### src/tbdl_pkg.sv
/*
  Constants for the touch button detect logic: register indices, field
  positions, reset values and tracking constants.
  Assumes a 32-bit classic Wishbone bus where register index i sits at byte 4*i.
*/
`default_nettype none

package tbdl_pkg;
  localparam int          NCH            = 4;
  // Register indices; byte address is four times the index.
  localparam logic [5:0]  IDX_STATUS     = 6'h00;
  localparam logic [5:0]  IDX_IRQ_POL    = 6'h11;
  localparam logic [5:0]  IDX_LP_STEP    = 6'h13;
  localparam logic [5:0]  IDX_NP_STEP    = 6'h15;
  localparam logic [5:0]  IDX_HOLD_MAX   = 6'h16;
  localparam logic [5:0]  IDX_HYSTERESIS_SETTING       = 6'h18;
  localparam logic [5:0]  IDX_TWIST      = 6'h19;
  localparam logic [5:0]  IDX_GROUPS     = 6'h1a;
  localparam logic [5:0]  IDX_CNT_SCALE  = 6'h1e;
  localparam logic [5:0]  IDX_FT0        = 6'h25;
  localparam logic [5:0]  IDX_FT12       = 6'h28;
  localparam logic [5:0]  IDX_FT3        = 6'h2b;
  // Reset values.
  localparam logic [7:0]  HYSTERESIS_SETTING_RST       = 8'h20;
  localparam logic [7:0]  REG_RST        = 8'h00;
  // Status fields.
  localparam int          ST_OUT_BIT     = 0;
  localparam int          ST_ERR_BIT     = 1;
  localparam int          ST_PRESS_LSB   = 4;
  // Group fields.
  localparam int          HOLD_LSB       = 0;
  localparam int          MAXWIN_LSB     = 4;
  localparam int          COMMON_LSB     = 0;
  localparam int          DEFORM_LSB     = 4;
  localparam int          TWIST_EN_BIT   = 7;
  localparam int          FT_LO_LSB      = 0;
  localparam int          FT_HI_LSB      = 4;
  // Threshold and tracking.
  localparam logic signed [16:0] NOM_THR = 17'h00080;
  localparam logic [15:0] STEP_DIV       = 16'h0048;
  localparam logic [3:0]  LP_STEP_SHIFT  = 4'h3;
endpackage : tbdl_pkg

`default_nettype wire

### src/tbdl_top.sv
/*
  Button decision logic for a four-channel inductive touch converter:
  thresholds, baseline tracking, group rejection, output and interrupt pins,
  and the Wishbone register file.
  Assumes the converter delivers one raw count per channel at the end of each
  sampling window on SAMPLE_VALID, in the REF_CLK domain.
*/
// Contract
// - Press declared when button signal reaches 128 plus hysteresis.
// - Pressed button released when signal falls to 128 minus hysteresis.
// - Hysteresis resets to 32, giving thresholds 160 and 96.
// - Normal mode baseline step is two to the index over 72.
// - Low mode baseline step is two to the index over 9.
// - Tracking-hold bit stops tracking while that channel's output is asserted.
// - Negative button signal multiplies baseline step by fast tracking factor.
// - Fast tracking field codes 0,1,2,3 give factors 1,4,8,16.
// - Shared-press group suppresses common-mode detections between buttons.
// - Strongest-press group reports only the button with largest signal.
// - Case-torsion rejection suppresses presses while a signal is too negative.
// - Deformation group filters changes caused by nearby metal deformation.
// - Interrupt pin asserted while a press or error is present.
// - Interrupt pin active low after reset; polarity setting can invert.
// - Output and interrupt assert at end of window after press.
// - Output stays asserted until end of window after release.
// - Output-change flag set on first assertion, cleared by status read.
// - Interrupt stays asserted while at least one button is pressed.
// - Errors assert the interrupt and are recorded in status register.
`timescale 1ns/1ps
`default_nettype none

module tbdl_top (
  // Clock and reset
  input  wire logic        REF_CLK,
  input  wire logic        RST_N,
  // Wishbone slave
  input  wire logic        WB_CYC_I,
  input  wire logic        WB_STB_I,
  input  wire logic        WB_WE_I,
  input  wire logic [7:0]  WB_ADR_I,
  input  wire logic [3:0]  WB_SEL_I,
  input  wire logic [31:0] WB_DAT_I,
  output var  logic [31:0] WB_DAT_O,
  output var  logic        WB_ACK_O,
  // Converter samples
  input  wire logic        SAMPLE_VALID,
  input  wire logic [1:0]  SAMPLE_CH,
  input  wire logic [15:0] SAMPLE_RAW,
  input  wire logic        ERROR_EVENT,
  // Pins
  input  wire logic        POWER_MODE_PIN,
  output var  logic [3:0]  BUTTON_OUT_PIN,
  output var  logic        IRQ_PIN,
  output var  logic [7:0]  COUNTER_SCALE_SHIFT
);

  // Fast tracking code to shift amount.
  function automatic logic [3:0] ft_shift(input logic [1:0] sel);
    logic [3:0] s;
    s = 4'h0;
    case (sel)
      2'b00: s = 4'h0;
      2'b01: s = 4'h2;
      2'b10: s = 4'h3;
      default: s = 4'h4;
    endcase
    return s;
  endfunction : ft_shift

  logic        pm_s1_q, pm_s2_q;
  logic        ack_q;
  logic [31:0] rdat_q;
  logic [7:0]  pol_q, lp_q, np_q, hold_max_q, hysteresis_setting_q, twist_q, groups_q, cnt_q;
  logic [7:0]  ft0_q, ft12_q, ft3_q;
  logic [3:0]  pressed_q, seen_q;
  logic        out_st_q, err_q, irq_q;
  logic [15:0] base_q [tbdl_pkg::NCH];
  logic [6:0]  frac_q [tbdl_pkg::NCH];
  logic signed [16:0] data_q [tbdl_pkg::NCH];

  always_ff @(posedge REF_CLK or negedge RST_N) begin
    if (!RST_N) begin
      pm_s1_q <= 1'b0;
      pm_s2_q <= 1'b0;
    end else begin
      pm_s1_q <= POWER_MODE_PIN;
      pm_s2_q <= pm_s1_q;
    end
  end

  // Bus decode.
  wire       req      = WB_CYC_I & WB_STB_I & ~ack_q;
  wire [5:0] idx      = WB_ADR_I[7:2];
  wire       wr       = req & WB_WE_I & WB_SEL_I[0];
  wire       rd_stat  = req & ~WB_WE_I & (idx == tbdl_pkg::IDX_STATUS);
  wire [7:0] wd       = WB_DAT_I[7:0];
  logic [7:0] rmux;

  always_comb begin
    if (idx == tbdl_pkg::IDX_STATUS)
      rmux = {pressed_q, 2'b00, err_q, out_st_q};
    else if (idx == tbdl_pkg::IDX_IRQ_POL)   rmux = pol_q;
    else if (idx == tbdl_pkg::IDX_LP_STEP)   rmux = lp_q;
    else if (idx == tbdl_pkg::IDX_NP_STEP)   rmux = np_q;
    else if (idx == tbdl_pkg::IDX_HOLD_MAX)  rmux = hold_max_q;
    else if (idx == tbdl_pkg::IDX_HYSTERESIS_SETTING)      rmux = hysteresis_setting_q;
    else if (idx == tbdl_pkg::IDX_TWIST)     rmux = twist_q;
    else if (idx == tbdl_pkg::IDX_GROUPS)    rmux = groups_q;
    else if (idx == tbdl_pkg::IDX_CNT_SCALE) rmux = cnt_q;
    else if (idx == tbdl_pkg::IDX_FT0)       rmux = ft0_q;
    else if (idx == tbdl_pkg::IDX_FT12)      rmux = ft12_q;
    else if (idx == tbdl_pkg::IDX_FT3)       rmux = ft3_q;
    else                                     rmux = 8'h00;
  end

  always_ff @(posedge REF_CLK or negedge RST_N) begin
    if (!RST_N) begin
      ack_q  <= 1'b0;
      rdat_q <= 32'h0000_0000;
    end else begin
      ack_q  <= req;
      rdat_q <= req ? {24'h00_0000, rmux} : 32'h0000_0000;
    end
  end

  // hysteresis reset value, polarity reset active low
  always_ff @(posedge REF_CLK or negedge RST_N) begin
    if (!RST_N) begin
      pol_q      <= tbdl_pkg::REG_RST;
      lp_q       <= tbdl_pkg::REG_RST;
      np_q       <= tbdl_pkg::REG_RST;
      hold_max_q <= tbdl_pkg::REG_RST;
      hysteresis_setting_q     <= tbdl_pkg::HYSTERESIS_SETTING_RST;
      twist_q    <= tbdl_pkg::REG_RST;
      groups_q   <= tbdl_pkg::REG_RST;
      cnt_q      <= tbdl_pkg::REG_RST;
      ft0_q      <= tbdl_pkg::REG_RST;
      ft12_q     <= tbdl_pkg::REG_RST;
      ft3_q      <= tbdl_pkg::REG_RST;
    end else if (wr) begin
      if (idx == tbdl_pkg::IDX_IRQ_POL)        pol_q      <= wd;
      else if (idx == tbdl_pkg::IDX_LP_STEP)   lp_q       <= wd;
      else if (idx == tbdl_pkg::IDX_NP_STEP)   np_q       <= wd;
      else if (idx == tbdl_pkg::IDX_HOLD_MAX)  hold_max_q <= wd;
      else if (idx == tbdl_pkg::IDX_HYSTERESIS_SETTING)      hysteresis_setting_q     <= wd;
      else if (idx == tbdl_pkg::IDX_TWIST)     twist_q    <= wd;
      else if (idx == tbdl_pkg::IDX_GROUPS)    groups_q   <= wd;
      else if (idx == tbdl_pkg::IDX_CNT_SCALE) cnt_q      <= wd;
      else if (idx == tbdl_pkg::IDX_FT0)       ft0_q      <= wd;
      else if (idx == tbdl_pkg::IDX_FT12)      ft12_q     <= wd;
      else if (idx == tbdl_pkg::IDX_FT3)       ft3_q      <= wd;
    end
  end

  // Group masks and per-channel fast tracking codes.
  wire [3:0] hold_en   = hold_max_q[tbdl_pkg::HOLD_LSB +: 4];
  wire [3:0] maxwin_en = hold_max_q[tbdl_pkg::MAXWIN_LSB +: 4];
  wire [3:0] common_en = groups_q[tbdl_pkg::COMMON_LSB +: 4];
  wire [3:0] deform_en = groups_q[tbdl_pkg::DEFORM_LSB +: 4];
  wire [1:0] ft_sel [tbdl_pkg::NCH];
  assign ft_sel[0] = ft0_q[tbdl_pkg::FT_LO_LSB +: 2];
  assign ft_sel[1] = ft12_q[tbdl_pkg::FT_LO_LSB +: 2];
  assign ft_sel[2] = ft12_q[tbdl_pkg::FT_HI_LSB +: 2];
  assign ft_sel[3] = ft3_q[tbdl_pkg::FT_LO_LSB +: 2];

  wire signed [16:0] on_thr  = tbdl_pkg::NOM_THR + $signed({9'h000, hysteresis_setting_q});
  wire signed [16:0] off_thr = tbdl_pkg::NOM_THR - $signed({9'h000, hysteresis_setting_q});
  wire signed [16:0] neg_hys = -$signed({9'h000, hysteresis_setting_q});
  wire signed [16:0] twist_thr = -$signed({10'h000, twist_q[6:0]});

  // The first window of a channel only captures its baseline.
  wire [1:0]  c       = SAMPLE_CH;
  wire        first   = ~seen_q[c];
  wire signed [16:0] d_new = first ? 17'h00000 :
                             $signed({1'b0, SAMPLE_RAW}) - $signed({1'b0, base_q[c]});

  logic signed [16:0] dv [tbdl_pkg::NCH];
  logic [3:0] hit;
  logic       twist_blk, sup_common, sup_max, sup_deform;

  always_comb begin
    twist_blk  = 1'b0;
    sup_common = 1'b0;
    sup_max    = 1'b0;
    sup_deform = 1'b0;
    for (int i = 0; i < tbdl_pkg::NCH; i++) begin
      dv[i]  = (i == int'(c)) ? d_new : data_q[i];
      hit[i] = pressed_q[i] ? (dv[i] > off_thr) : (dv[i] >= on_thr);
      if (twist_q[tbdl_pkg::TWIST_EN_BIT] && (dv[i] < twist_thr))
        twist_blk = 1'b1;
    end
    for (int j = 0; j < tbdl_pkg::NCH; j++) begin
      if (j != int'(c)) begin
        // comparable response on another member
        // Doubling in 18 bits keeps a large neighbour from wrapping negative.
        if (common_en[c] && common_en[j] && hit[j] &&
            ($signed({dv[j], 1'b0}) >= dv[c]))
          sup_common = 1'b1;
        if (maxwin_en[c] && maxwin_en[j] && hit[j] && (dv[j] > dv[c]))
          sup_max = 1'b1;
        if (deform_en[c] && deform_en[j] && (dv[j] < neg_hys))
          sup_deform = 1'b1;
      end
    end
  end

  // decision for the channel at its window end
  wire press_new = hit[c] & ~sup_common & ~sup_max & ~sup_deform & ~twist_blk & ~first;
  wire rise      = SAMPLE_VALID & press_new & ~pressed_q[c];
  wire [3:0] pressed_d = SAMPLE_VALID ? ((pressed_q & ~(4'h1 << c)) |
                                         ({3'h0, press_new} << c)) : pressed_q;

  // normal-mode step, low-mode step (72/9 = 8 units), fast factor
  wire        neg     = d_new[16];
  wire [3:0]  sh_mode = pm_s2_q ? 4'h0 : tbdl_pkg::LP_STEP_SHIFT;
  wire [3:0]  sh_ft   = neg ? ft_shift(ft_sel[c]) : 4'h0;
  wire [2:0]  s_idx   = pm_s2_q ? np_q[2:0] : lp_q[2:0];
  wire [15:0] step    = 16'h0001 << ({1'b0, s_idx} + sh_mode + sh_ft);
  wire [15:0] total   = {9'h000, frac_q[c]} + step;
  wire [15:0] inc     = total / tbdl_pkg::STEP_DIV;
  wire [6:0]  rem     = 7'(total % tbdl_pkg::STEP_DIV);
  wire [16:0] mag     = neg ? 17'(-d_new) : 17'(d_new);
  wire        hold    = hold_en[c] & pressed_q[c];
  // Clamping at the raw count keeps the baseline from overshooting the input.
  wire [15:0] base_d  = first ? SAMPLE_RAW :
                        ({1'b0, inc} >= mag) ? SAMPLE_RAW :
                        neg ? 16'(base_q[c] - inc) : 16'(base_q[c] + inc);

  always_ff @(posedge REF_CLK or negedge RST_N) begin
    if (!RST_N) begin
      seen_q <= 4'h0;
      for (int i = 0; i < tbdl_pkg::NCH; i++) begin
        base_q[i] <= 16'h0000;
        frac_q[i] <= 7'h00;
        data_q[i] <= 17'h00000;
      end
    end else if (SAMPLE_VALID) begin
      seen_q[c] <= 1'b1;
      data_q[c] <= d_new;
      if (!hold && (d_new != 17'h00000 || first)) begin
        base_q[c] <= base_d;
        frac_q[c] <= first ? 7'h00 : rem;
      end
    end
  end

  // set wins over read clear, error recorded
  wire out_st_d = rise | (out_st_q & ~rd_stat);
  wire err_d    = ERROR_EVENT | (err_q & ~rd_stat);
  // press or error, level while any pressed, polarity
  wire irq_d    = ((|pressed_d) | err_d) ? pol_q[0] : ~pol_q[0];

  // assert at window end, hold until window after release
  always_ff @(posedge REF_CLK or negedge RST_N) begin
    if (!RST_N) begin
      pressed_q <= 4'h0;
      out_st_q  <= 1'b0;
      err_q     <= 1'b0;
      irq_q     <= 1'b1;
    end else begin
      pressed_q <= pressed_d;
      out_st_q  <= out_st_d;
      err_q     <= err_d;
      irq_q     <= irq_d;
    end
  end

  assign WB_ACK_O            = ack_q;
  assign WB_DAT_O            = rdat_q;
  assign BUTTON_OUT_PIN      = pressed_q;
  assign IRQ_PIN             = irq_q;
  // scaler handed to the frequency counter
  assign COUNTER_SCALE_SHIFT = cnt_q;

  // Helper state for the checks below.
  logic [1:0] ch_q;
  logic       rise_q, off_q, hold_q, twist_q1;
  logic [15:0] base_was_q;
  always_ff @(posedge REF_CLK or negedge RST_N) begin
    if (!RST_N) begin
      ch_q       <= 2'h0;
      rise_q     <= 1'b0;
      off_q      <= 1'b0;
      hold_q     <= 1'b0;
      twist_q1   <= 1'b0;
      base_was_q <= 16'h0000;
    end else begin
      ch_q       <= c;
      rise_q     <= rise;
      off_q      <= SAMPLE_VALID & pressed_q[c] & (d_new <= off_thr);
      hold_q     <= SAMPLE_VALID & hold;
      twist_q1   <= SAMPLE_VALID & twist_blk;
      base_was_q <= base_q[c];
    end
  end

  a_press_sets_pin: assert property (@(posedge REF_CLK) disable iff (!RST_N)
    SAMPLE_VALID && !pressed_q[c] && !first && d_new >= on_thr && !sup_common && !sup_max
    && !sup_deform && !twist_blk |=> BUTTON_OUT_PIN[ch_q] && IRQ_PIN == $past(pol_q[0]))
    else $error("press over on-level did not assert pin and irq");
  a_release_clears_pin: assert property (@(posedge REF_CLK) disable iff (!RST_N)
    off_q |-> !BUTTON_OUT_PIN[ch_q])
    else $error("release at off-level kept the pin asserted");
  a_below_on_no_press: assert property (@(posedge REF_CLK) disable iff (!RST_N)
    SAMPLE_VALID && !pressed_q[c] && d_new < on_thr |=> !BUTTON_OUT_PIN[ch_q])
    else $error("pin asserted below on-level");
  a_hysteresis_setting_after_reset: assert property (@(posedge REF_CLK) disable iff (!RST_N)
    !$past(RST_N) |-> hysteresis_setting_q == tbdl_pkg::HYSTERESIS_SETTING_RST && IRQ_PIN)
    else $error("hysteresis or irq level wrong after reset");
  a_irq_while_pressed: assert property (@(posedge REF_CLK) disable iff (!RST_N)
    (|BUTTON_OUT_PIN) && $stable(pol_q) |-> IRQ_PIN == pol_q[0])
    else $error("irq not asserted while a button is pressed");
  a_status_set: assert property (@(posedge REF_CLK) disable iff (!RST_N)
    rise_q |-> out_st_q ##1 (out_st_q || $past(rd_stat)))
    else $error("output-change flag not set on assertion");
  a_status_read_clear: assert property (@(posedge REF_CLK) disable iff (!RST_N)
    rd_stat && !rise |=> !out_st_q)
    else $error("status read did not clear output-change flag");
  a_hold_freezes: assert property (@(posedge REF_CLK) disable iff (!RST_N)
    hold_q |-> base_q[ch_q] == base_was_q)
    else $error("baseline moved while tracking was held");
  a_twist_blocks: assert property (@(posedge REF_CLK) disable iff (!RST_N)
    twist_q1 |-> !BUTTON_OUT_PIN[ch_q])
    else $error("press reported during case torsion");
  a_error_irq: assert property (@(posedge REF_CLK) disable iff (!RST_N)
    ERROR_EVENT && $stable(pol_q) |=> err_q && IRQ_PIN == $past(pol_q[0]))
    else $error("error did not raise irq and status");
  a_ack_single: assert property (@(posedge REF_CLK) disable iff (!RST_N)
    WB_ACK_O |=> !WB_ACK_O)
    else $error("ack held for more than one cycle");
  a_ack_follows_req: assert property (@(posedge REF_CLK) disable iff (!RST_N)
    WB_CYC_I && WB_STB_I && !WB_ACK_O |=> WB_ACK_O)
    else $error("bus request was not answered in the next cycle");
  a_err_read_clear: assert property (@(posedge REF_CLK) disable iff (!RST_N)
    rd_stat && !ERROR_EVENT |=> !err_q)
    else $error("status read did not clear the error flag");
  a_irq_idle: assert property (@(posedge REF_CLK) disable iff (!RST_N)
    !(|BUTTON_OUT_PIN) && !err_q && $stable(pol_q) |-> IRQ_PIN == !pol_q[0])
    else $error("irq asserted with no press and no error");

  // Group suppressions are checked one cycle on, on the channel just evaluated.
  // A suppressed or first sample must never leave its pin asserted.
  a_shared_suppress: assert property (@(posedge REF_CLK) disable iff (!RST_N)
    SAMPLE_VALID && sup_common |=> !BUTTON_OUT_PIN[ch_q])
    else $error("shared-press suppression left the pin asserted");
  a_strongest_only: assert property (@(posedge REF_CLK) disable iff (!RST_N)
    SAMPLE_VALID && sup_max |=> !BUTTON_OUT_PIN[ch_q])
    else $error("weaker strongest-group member reported");
  a_deform_suppress: assert property (@(posedge REF_CLK) disable iff (!RST_N)
    SAMPLE_VALID && sup_deform |=> !BUTTON_OUT_PIN[ch_q])
    else $error("deformation suppression left the pin asserted");
  a_first_no_press: assert property (@(posedge REF_CLK) disable iff (!RST_N)
    SAMPLE_VALID && first |=> !BUTTON_OUT_PIN[ch_q])
    else $error("first sample of a channel reported a press");

  c_press: cover property (@(posedge REF_CLK) disable iff (!RST_N) rise);
  c_release: cover property (@(posedge REF_CLK) disable iff (!RST_N) off_q);
  c_twist: cover property (@(posedge REF_CLK) disable iff (!RST_N) twist_q1);
  c_stat_read: cover property (@(posedge REF_CLK) disable iff (!RST_N) rd_stat && out_st_q);
  c_shared: cover property (@(posedge REF_CLK) disable iff (!RST_N) SAMPLE_VALID && sup_common);

endmodule : tbdl_top

`default_nettype wire

### config.mk
export PLATFORM = sky130hd
export DESIGN_NAME = tbdl_top
export DESIGN_NICKNAME = d
export VERILOG_FILES = /design/src/tbdl_pkg.sv /design/src/tbdl_top.sv
export SDC_FILE = /design/constraint.sdc
export NUM_CORES = 1
export LEC_CHECK = 0
export ABC_AREA = 0
export ABC_CLOCK_PERIOD_IN_PS = 13600
export BUFFER_PORTS_ARGS = -buffer_cell sky130_fd_sc_hd__clkbuf_2
export CAP_MARGIN = 20
export CORE_MARGIN = 10
export CORE_UTILIZATION = 55
export CTS_BUF_LIST = sky130_fd_sc_hd__clkbuf_8 sky130_fd_sc_hd__clkbuf_16
export DETAILED_ROUTE_END_ITERATION = 16
export HOLD_SLACK_MARGIN = 0.08
export PLACE_DENSITY = 0.73
export SYNTH_ARGS = -nofsm -noshare
export SYNTH_HDL_FRONTEND = slang
export SYNTH_SLANG_ARGS = --single-unit
### constraint.sdc
create_clock -name REF_CLK -period 13.6 [get_ports REF_CLK]
set_input_delay 4.08 -clock REF_CLK [delete_from_list [all_inputs] [get_ports REF_CLK]]
set_output_delay 4.08 -clock REF_CLK [all_outputs]
set_load 0.01 [all_outputs]
==> results of run 1 <==
[per-layer routing]
| metal | share of wire | track usage | routed length, um | vias up |
|---|---|---|---|---|
| li1 | - | - | - | 10779 |
| met1 | 0.40 | 0.3709 | 32730 | 11280 |
| met2 | 0.47 | 0.4970 | 38950 | 1018 |
| met3 | 0.078 | 0.04476 | 6467 | 265 |
| met4 | 0.052 | 0.1410 | 4266 | 0 |
| met5 | 0 | 0 | 0 | - |
[power by group through the flow]
stage	logic, mW	clock network, mW	registers, mW
after floorplan	2.90	0	1.14
after global placement	4.19	0	1.16
after detailed placement	4.39	0	1.18
after CTS	4.44	0.854	1.17
after global routing	5.16	0.883	1.20
final	4.69	0.846	1.18
[how the worst max path moves through the flow]
stage / slack, ps / to / from / cells past startpoint
after floorplan: -910 / base_q[15]$_DFFE_PN0P_ / SAMPLE_CH[0] / 52
after global placement: -580 / base_q[15]$_DFFE_PN0P_ / SAMPLE_CH[0] / 49
after detailed placement: -690 / base_q[63]$_DFFE_PN0P_ / SAMPLE_CH[0] / 49
after CTS: 40 / base_q[63]$_DFFE_PN0P_ / SAMPLE_CH[0] / 46
after global routing: -260 / base_q[15]$_DFFE_PN0P_ / SAMPLE_CH[0] / 50
final: 60 / base_q[15]$_DFFE_PN0P_ / SAMPLE_CH[0] / 50
[layout make-up]
type / instances / share of cell area
multi-input cells: 2262 / 0.5999
flip-flops and latches: 270 / 0.2325
repair buffers: 365 / 0.09516
clock buffers: 34 / 0.02810
well taps: 592 / 0.02548
inverters: 89 / 0.01166
clock inverters: 24 / 0.007187
[stage by stage]
step	TNS, ps	std cells	hold WS [ps]
floorplan	-33150	2763	331.2
global placement	-19230	3529	357.4
detailed placement	-27820	3534	357.5
CTS	0	3592	372.4
global route	-1576	3636	383.5
finish	0	3636	364.4
[what timing repair did]
| action | 4_1_cts | 5_1_grt |
|---|---|---|
| cloned | 0 | 1 |
| pin swaps | 5 | 43 |
| endpoints found under the setup margin | 4 | 64 |
| buffers inserted | 0 | 31 |
| resized for setup | 6 | 68 |
[cells in the final DEF, fill, tap and decap left out, types with 64 or more instances in the layout]
| cell type | synthesis | routed |
|---|---|---|
| o21ai_0 | 322 | 252 |
| o21ai_1 | 4 | 64 |
| mux2_2 | 99 | 99 |
| ha_1 | 394 | 386 |
| nor2_1 | 137 | 131 |
| dfrtp_1 | 268 | 268 |
| nand2_1 | 332 | 327 |
| inv_1 | 89 | 93 |
| a21oi_1 | 140 | 124 |
| buf_4 | 24 | 275 |
[cells in the mapped netlist, drive strengths merged (28+ instances only)]
| library cell | instances | share of area |
|---|---|---|
| xor2 | 28 | 0.010 |
| xnor2 | 28 | 0.011 |
| nand2b | 35 | 0.0090 |
| a31oi | 38 | 0.0097 |
| a21o | 58 | 0.018 |
| mux4 | 28 | 0.026 |
| nor3 | 55 | 0.011 |
| o21ai | 327 | 0.068 |
| nand4 | 53 | 0.014 |
| dfrtp | 268 | 0.27 |
| nand2 | 332 | 0.051 |
| inv | 89 | 0.014 |
| mux2 | 101 | 0.047 |
| a211oi | 36 | 0.012 |
| nor2b | 33 | 0.0085 |
| o21a | 38 | 0.012 |
| a21oi | 141 | 0.029 |
| clkbuf | 102 | 0.016 |
| buf | 40 | 0.010 |
| ha | 394 | 0.20 |
| nor2 | 138 | 0.021 |
| nand3 | 34 | 0.0070 |
[cell families (layout without fill, tap and decap cells)]
| logic type | after synthesis | in the layout |
|---|---|---|
| flip-flops | 270 | 270 |
| other | 1 | 25 |
| buffers and inverters | 231 | 512 |
| AND/OR/NAND/NOR | 791 | 791 |
| multiplexers | 155 | 155 |
| adder cells (fa/ha/maj) | 400 | 400 |
| AO/OA/AOI/OAI | 835 | 835 |
| XOR/XNOR | 56 | 56 |
[critical path, delay by kind of cell]
family | cells | cell delay (ps)
AO/OA/AOI/OAI | 21 | 4390
XOR/XNOR | 3 | 530
adder cells (fa/ha/maj) | 8 | 2160
buffers and inverters | 9 | 1120
multiplexers | 1 | 570
AND/OR/NAND/NOR | 8 | 1140
==> out/results.txt, run 1 <==
Status -> complete, no violations
Post-Synth Adder-Cell Area -> 0.2070
Tcrit/Tclk final -> 0.9958
Total track usage -> 0.2969
Row cnt -> 77
Drt drc -> 0
Slew Viols, Final -> 0
Largest register FFs -> 68
Post-route core utilization -> 0.6603
Minimum clock period -> 13540 ps
Fmax -> 73.84 MHz
CP max stage delay -> 570 ps
Largest net degree at the start of global routing -> 111
Placed cell area -> 0.02730 mm2
Reg2reg path depth -> 47
Longest Clk Path Bufs -> 3
Yosys cell types -> 96
Yosys warns -> 0
Post-synthesis compound-gate area fraction -> 0.2170
Reg clk slew, reported paths -> 60 ps
Worst slew margin -> 0.2079
MaxCap Viol Count -> 0
Logic gate share of total power -> 0.699
Cell Area, Synth -> 0.02439 mm2
Xor/xnor share of the synthesized area -> 0.02072
Final Skew -> 22.32 ps
Routed WL -> 82420 um
Worst Hold Depth -> 0
Sequential Area -> 0.006759 mm2
Yosys reg bits -> 270
GRT overflow -> 0
Net count, final -> 3489
Worst endpoint required time -> 14070 ps
Cell area after layout -> 0.02907 mm2
Reg power frac -> 0.175
Sw frac -> 0.4827
RSZ-0062 raised after global routing -> true
Chip height -> 230.6 um
Least-Margin Pin Slew -> 1176 ps
FF-to-FF setup slack -> 3280 ps
FF-to-FF Start -> base_q[0]$_DFFE_PN0P_
# IOs -> 116
Slowest CP cell -> mux4_2
Endpoint, Worst Hold -> pm_s2_q$_DFF_PN0_
Clk_lat worst skew -> 600 ps
DP Wirelength -> 61610 um
Detailed Route Iter0 Violations -> 2222
# fillers -> 3583
Pre-CTS WS -> -694.8 ps
Post-synth ARST share -> 1.000
Overall Power -> 6.716 mW
Clock share of power -> 0.126
Largest Register -> data_q
DRT antenna net count -> 0
Area of the multi-input gates -> 0.01744 mm2
Starting Density -> 0.5540
Clk root buf -> clkbuf_16
Hold WC Path Type -> flop to flop
Setup CP Type -> primary input to flop
H-tree depth -> 1
Antenna violations before repair -> 0
Final setup fails -> 0
Main combinational cell family by area after synthesis -> compound AO/OA/AOI/OAI gates
First-pass GRT wire length -> 126200 um
Crit end category -> flop
Top FF cell, synth -> dfrtp_1
Cell Pwr Density -> 231.0 mW/mm2
CTS Hold Bufs -> 0
Area Overhead vs Synth -> 19.18%
Post-Synth Simple-Gate Area -> 0.1547
Part of the Yosys area used for sequential elements -> 0.2771
DRT Pass-1 Iters -> 6
WP data arrival -> 14010 ps
Min-Delay Startpoint -> pm_s1_q$_DFF_PN0_
Internal -> 3.474 mW
Routed via count -> 23342
Avg Cell Area, Syn -> 8.906 um2
CTS Sinks -> 270
EDFF count, synth -> 0
Multiplexer share of the synthesized area -> 0.08345
Final worst slack -> 57.22 ps
Port Buffer Count -> 62
TritonCTS buffer count -> 31
Final hold violations -> 0
Top Registers -> data_q: 68 flops, base_q: 64 flops, frac_q: 28 flops
Antenna fix cells -> 0
Worst vdd ir -> 0.1730 mV
CTS tree -> yes
Psw -> 3.242 mW
Post-Syn Instances -> 2739
Critical path fanouts, max -> 6
Vias in the first global route -> 22934
DR vias/cell -> 6.420
CP Launch Type -> primary input
Core ar. -> 0.04403 mm2
Die area -> 0.05318 mm2
Per-cell routed wire length -> 22.67 um
RePlAce Congestion -> 0.9886
Die width -> 230.6 um
Reg2reg end -> base_q[15]$_DFFE_PN0P_
Layout cells sized above 1 -> 0.2260
Pleak -> 14.01 nW
(Power assumes the default switching activity.)
==> inputs of run 2 (changes only) <==
CAP_MARGIN = 5   (was 20)
CORE_UTILIZATION = 64   (was 55)
PLACE_DENSITY = 0.83   (was 0.73)
==> out/results.txt, run 2 (same netlist as run 1, synthesis figures left out) <==
Reg clk slew, reported paths -> 70 ps (was 60 ps)
Hold slack -> 383.2 ps (was 364.4 ps)
RSZ-0062 raised after global routing -> true (unchanged)
Starting Density -> 0.6476 (was 0.5540)
WP data arrival -> 14850 ps (was 14010 ps)
Crit-path leading delay family -> compound AO/OA/AOI/OAI gates (unchanged)
Worst slew margin -> 0.09572 (was 0.2079)
Routed WL -> 93330 um (was 82420 um)
Final setup fails -> 63 (was 0)
Drt drc -> 0 (unchanged)
Antenna violations before repair -> 1 (was 0)
Slew Viols, Final -> 0 (unchanged)
Core ar. -> 0.03767 mm2 (was 0.04403 mm2)
Tcrit/Tclk final -> 1.056 (was 0.9958)
Largest Register -> data_q (unchanged)
Slowest CP cell -> fa_2 (was mux4_2)
Chip height -> 215.2 um (was 230.6 um)
FF-to-FF Start -> base_q[0]$_DFFE_PN0P_ (unchanged)
Critical path fanouts, max -> 7 (was 6)
Die width -> 215.2 um (was 230.6 um)
DP Wirelength -> 63530 um (was 61610 um)
Routed via count -> 24876 (was 23342)
Per-cell routed wire length -> 26.40 um (was 22.67 um)
Cell area after layout -> 0.02909 mm2 (was 0.02907 mm2)
Placed cell area -> 0.02706 mm2 (was 0.02730 mm2)
Status -> finished, violations left (was complete, no violations)
CP Launch Type -> primary input (unchanged)
First-pass GRT wire length -> 134400 um (was 126200 um)
CTS tree -> yes (unchanged)
Row cnt -> 71 (was 77)
Post-route core utilization -> 0.7724 (was 0.6603)
DRT antenna net count -> 0 (unchanged)
Setup CP Type -> primary input to flop (unchanged)
Worst path bufs/invs -> 10 (was 9)
Fmax -> 69.64 MHz (was 73.84 MHz)
Worst vdd ir -> 0.1509 mV (was 0.1730 mV)
RePlAce Congestion -> 1.006 (was 0.9886)
Pleak -> 13.99 nW (was 14.01 nW)
Net count, final -> 3466 (was 3489)
Crit end category -> flop (unchanged)
Die area -> 0.04632 mm2 (was 0.05318 mm2)
Top Registers -> data_q: 68 flops, base_q: 64 flops, frac_q: 28 flops (unchanged)
Commonest non-fill, non-tap cell in the layout -> ha_1 (unchanged)
Min-Delay Startpoint -> pm_s1_q$_DFF_PN0_ (unchanged)
Longest Clk Path Bufs -> 3 (unchanged)
Least-Margin Pin Slew -> 1342 ps (was 1176 ps)
Largest net degree at the start of global routing -> 162 (was 111)
Largest register FFs -> 68 (unchanged)
Final hold violations -> 0 (unchanged)
Failing checks -> negative setup slack
H-tree depth -> 1 (unchanged)
Detailed Route Iter0 Violations -> 3089 (was 2222)
Final worst slack -> -760.2 ps (was 57.22 ps)
DRT Pass-1 Iters -> 8 (was 6)
Area Overhead vs Synth -> 19.27% (was 19.18%)
Clk root buf -> clkbuf_16 (unchanged)
# fillers -> 2478 (was 3583)
Minimum clock period -> 14360 ps (was 13540 ps)
Worst endpoint required time -> 14090 ps (was 14070 ps)
Hold WC Path Type -> flop to flop (unchanged)
# IOs -> 116 (unchanged)
MaxCap Viol Count -> 0 (unchanged)
CP max stage delay -> 720 ps (was 570 ps)
Worst setup path startpoint -> SAMPLE_CH[0] (unchanged)
Layout cells sized above 1 -> 0.2314 (was 0.2260)
Most frequent cells in the layout -> ha_1, nand2_1, dfrtp_1, buf_4, o21ai_0 (was ha_1, nand2_1, buf_4, dfrtp_1, o21ai_0)
Clk_lat worst skew -> 630 ps (was 600 ps)
Total track usage -> 0.3628 (was 0.2969)
Port Buffer Count -> 62 (unchanged)
Cell Pwr Density -> 244.0 mW/mm2 (was 231.0 mW/mm2)
Final Skew -> 35.08 ps (was 22.32 ps)
TritonCTS buffer count -> 31 (unchanged)
GRT overflow -> 0 (unchanged)
Vias in the first global route -> 24198 (was 22934)
CTS Sinks -> 270 (unchanged)
DR vias/cell -> 7.037 (was 6.420)
==> run 2: cell count changes in the layout (fill, tap and decap cells not counted), sizes merged <==
cell	before	now
buf	301	281
bufinv	2	7
clkbuf	98	95
clkinvlp	4	1
diode	0	3
inv	100	97
clkinv	7	8
==> run 2: cell type report <==
class	instances	area (um2)	share of cell area
multi-input cells	2262	17610	0.6054
flip-flops and latches	270	6759	0.2323
clock inverters	24	327.8	0.01127
repair buffers	342	2591	0.08907
diodes	3	7.507	0.0002580
clock buffers	34	817.0	0.02808
inverters	89	339.1	0.01165
well taps	511	639.4	0.02198
==> run 2: stage by stage <==
| step | setup WS (ps) | total power, mW | TNS (ps) | instances |
|---|---|---|---|---|
| CTS | 17.50 | 6.639 | 0 | 3502 |
| global route | -938.0 | 7.526 | -21840 | 3532 |
| detailed placement | -1055 | 5.603 | -41420 | 3437 |
| finish | -760.2 | 7.098 | -11000 | 3535 |
| floorplan | -910.3 | 4.036 | -33150 | 2763 |
| global placement | -837.8 | 5.340 | -26580 | 3437 |
==> run 2: final timing paths <==
check	endpoint	slack [ps]	depth (start not counted)
worst max-delay path	base_q[31]$_DFFE_PN0P_	-760	49
worst min register to register	pm_s2_q$_DFF_PN0_	380	0
worst min-delay path	pm_s2_q$_DFF_PN0_	380	0
min in group asynchronous	data_q[45]$_DFFE_PN0P_	3510	1
max in group asynchronous	base_q[41]$_DFFE_PN0P_	8590	2
worst max register to register	base_q[31]$_DFFE_PN0P_	2450	45
==> run 2: timing repair <==
action,CTS,global route
setup endpoints to repair,60,64
pin swaps,17,57
gates resized for setup,18,111
setup buffers,7,29
hold buffers,0,0
cloned,0,1
==> run 2: layer usage <==
layer / wire (um) / up-vias / part of all wire / track usage
met4: 7034 / 2 / 0.075 / 0.2140
met3: 10490 / 516 / 0.11 / 0.07978
met5: 14 / - / 0.00015 / 0
met2: 41630 / 1764 / 0.45 / 0.5815
li1: - / 10723 / - / -
met1: 34160 / 11871 / 0.37 / 0.4419
==> run 2: report_power, final <==
part / leakage (nW) / internal, mW / switching, mW
logic: 9.93 / 1.98 / 2.97
clock network: 0.582 / 0.569 / 0.389
registers: 3.48 / 1.03 / 0.162
total: 14.0 / 3.58 / 3.52
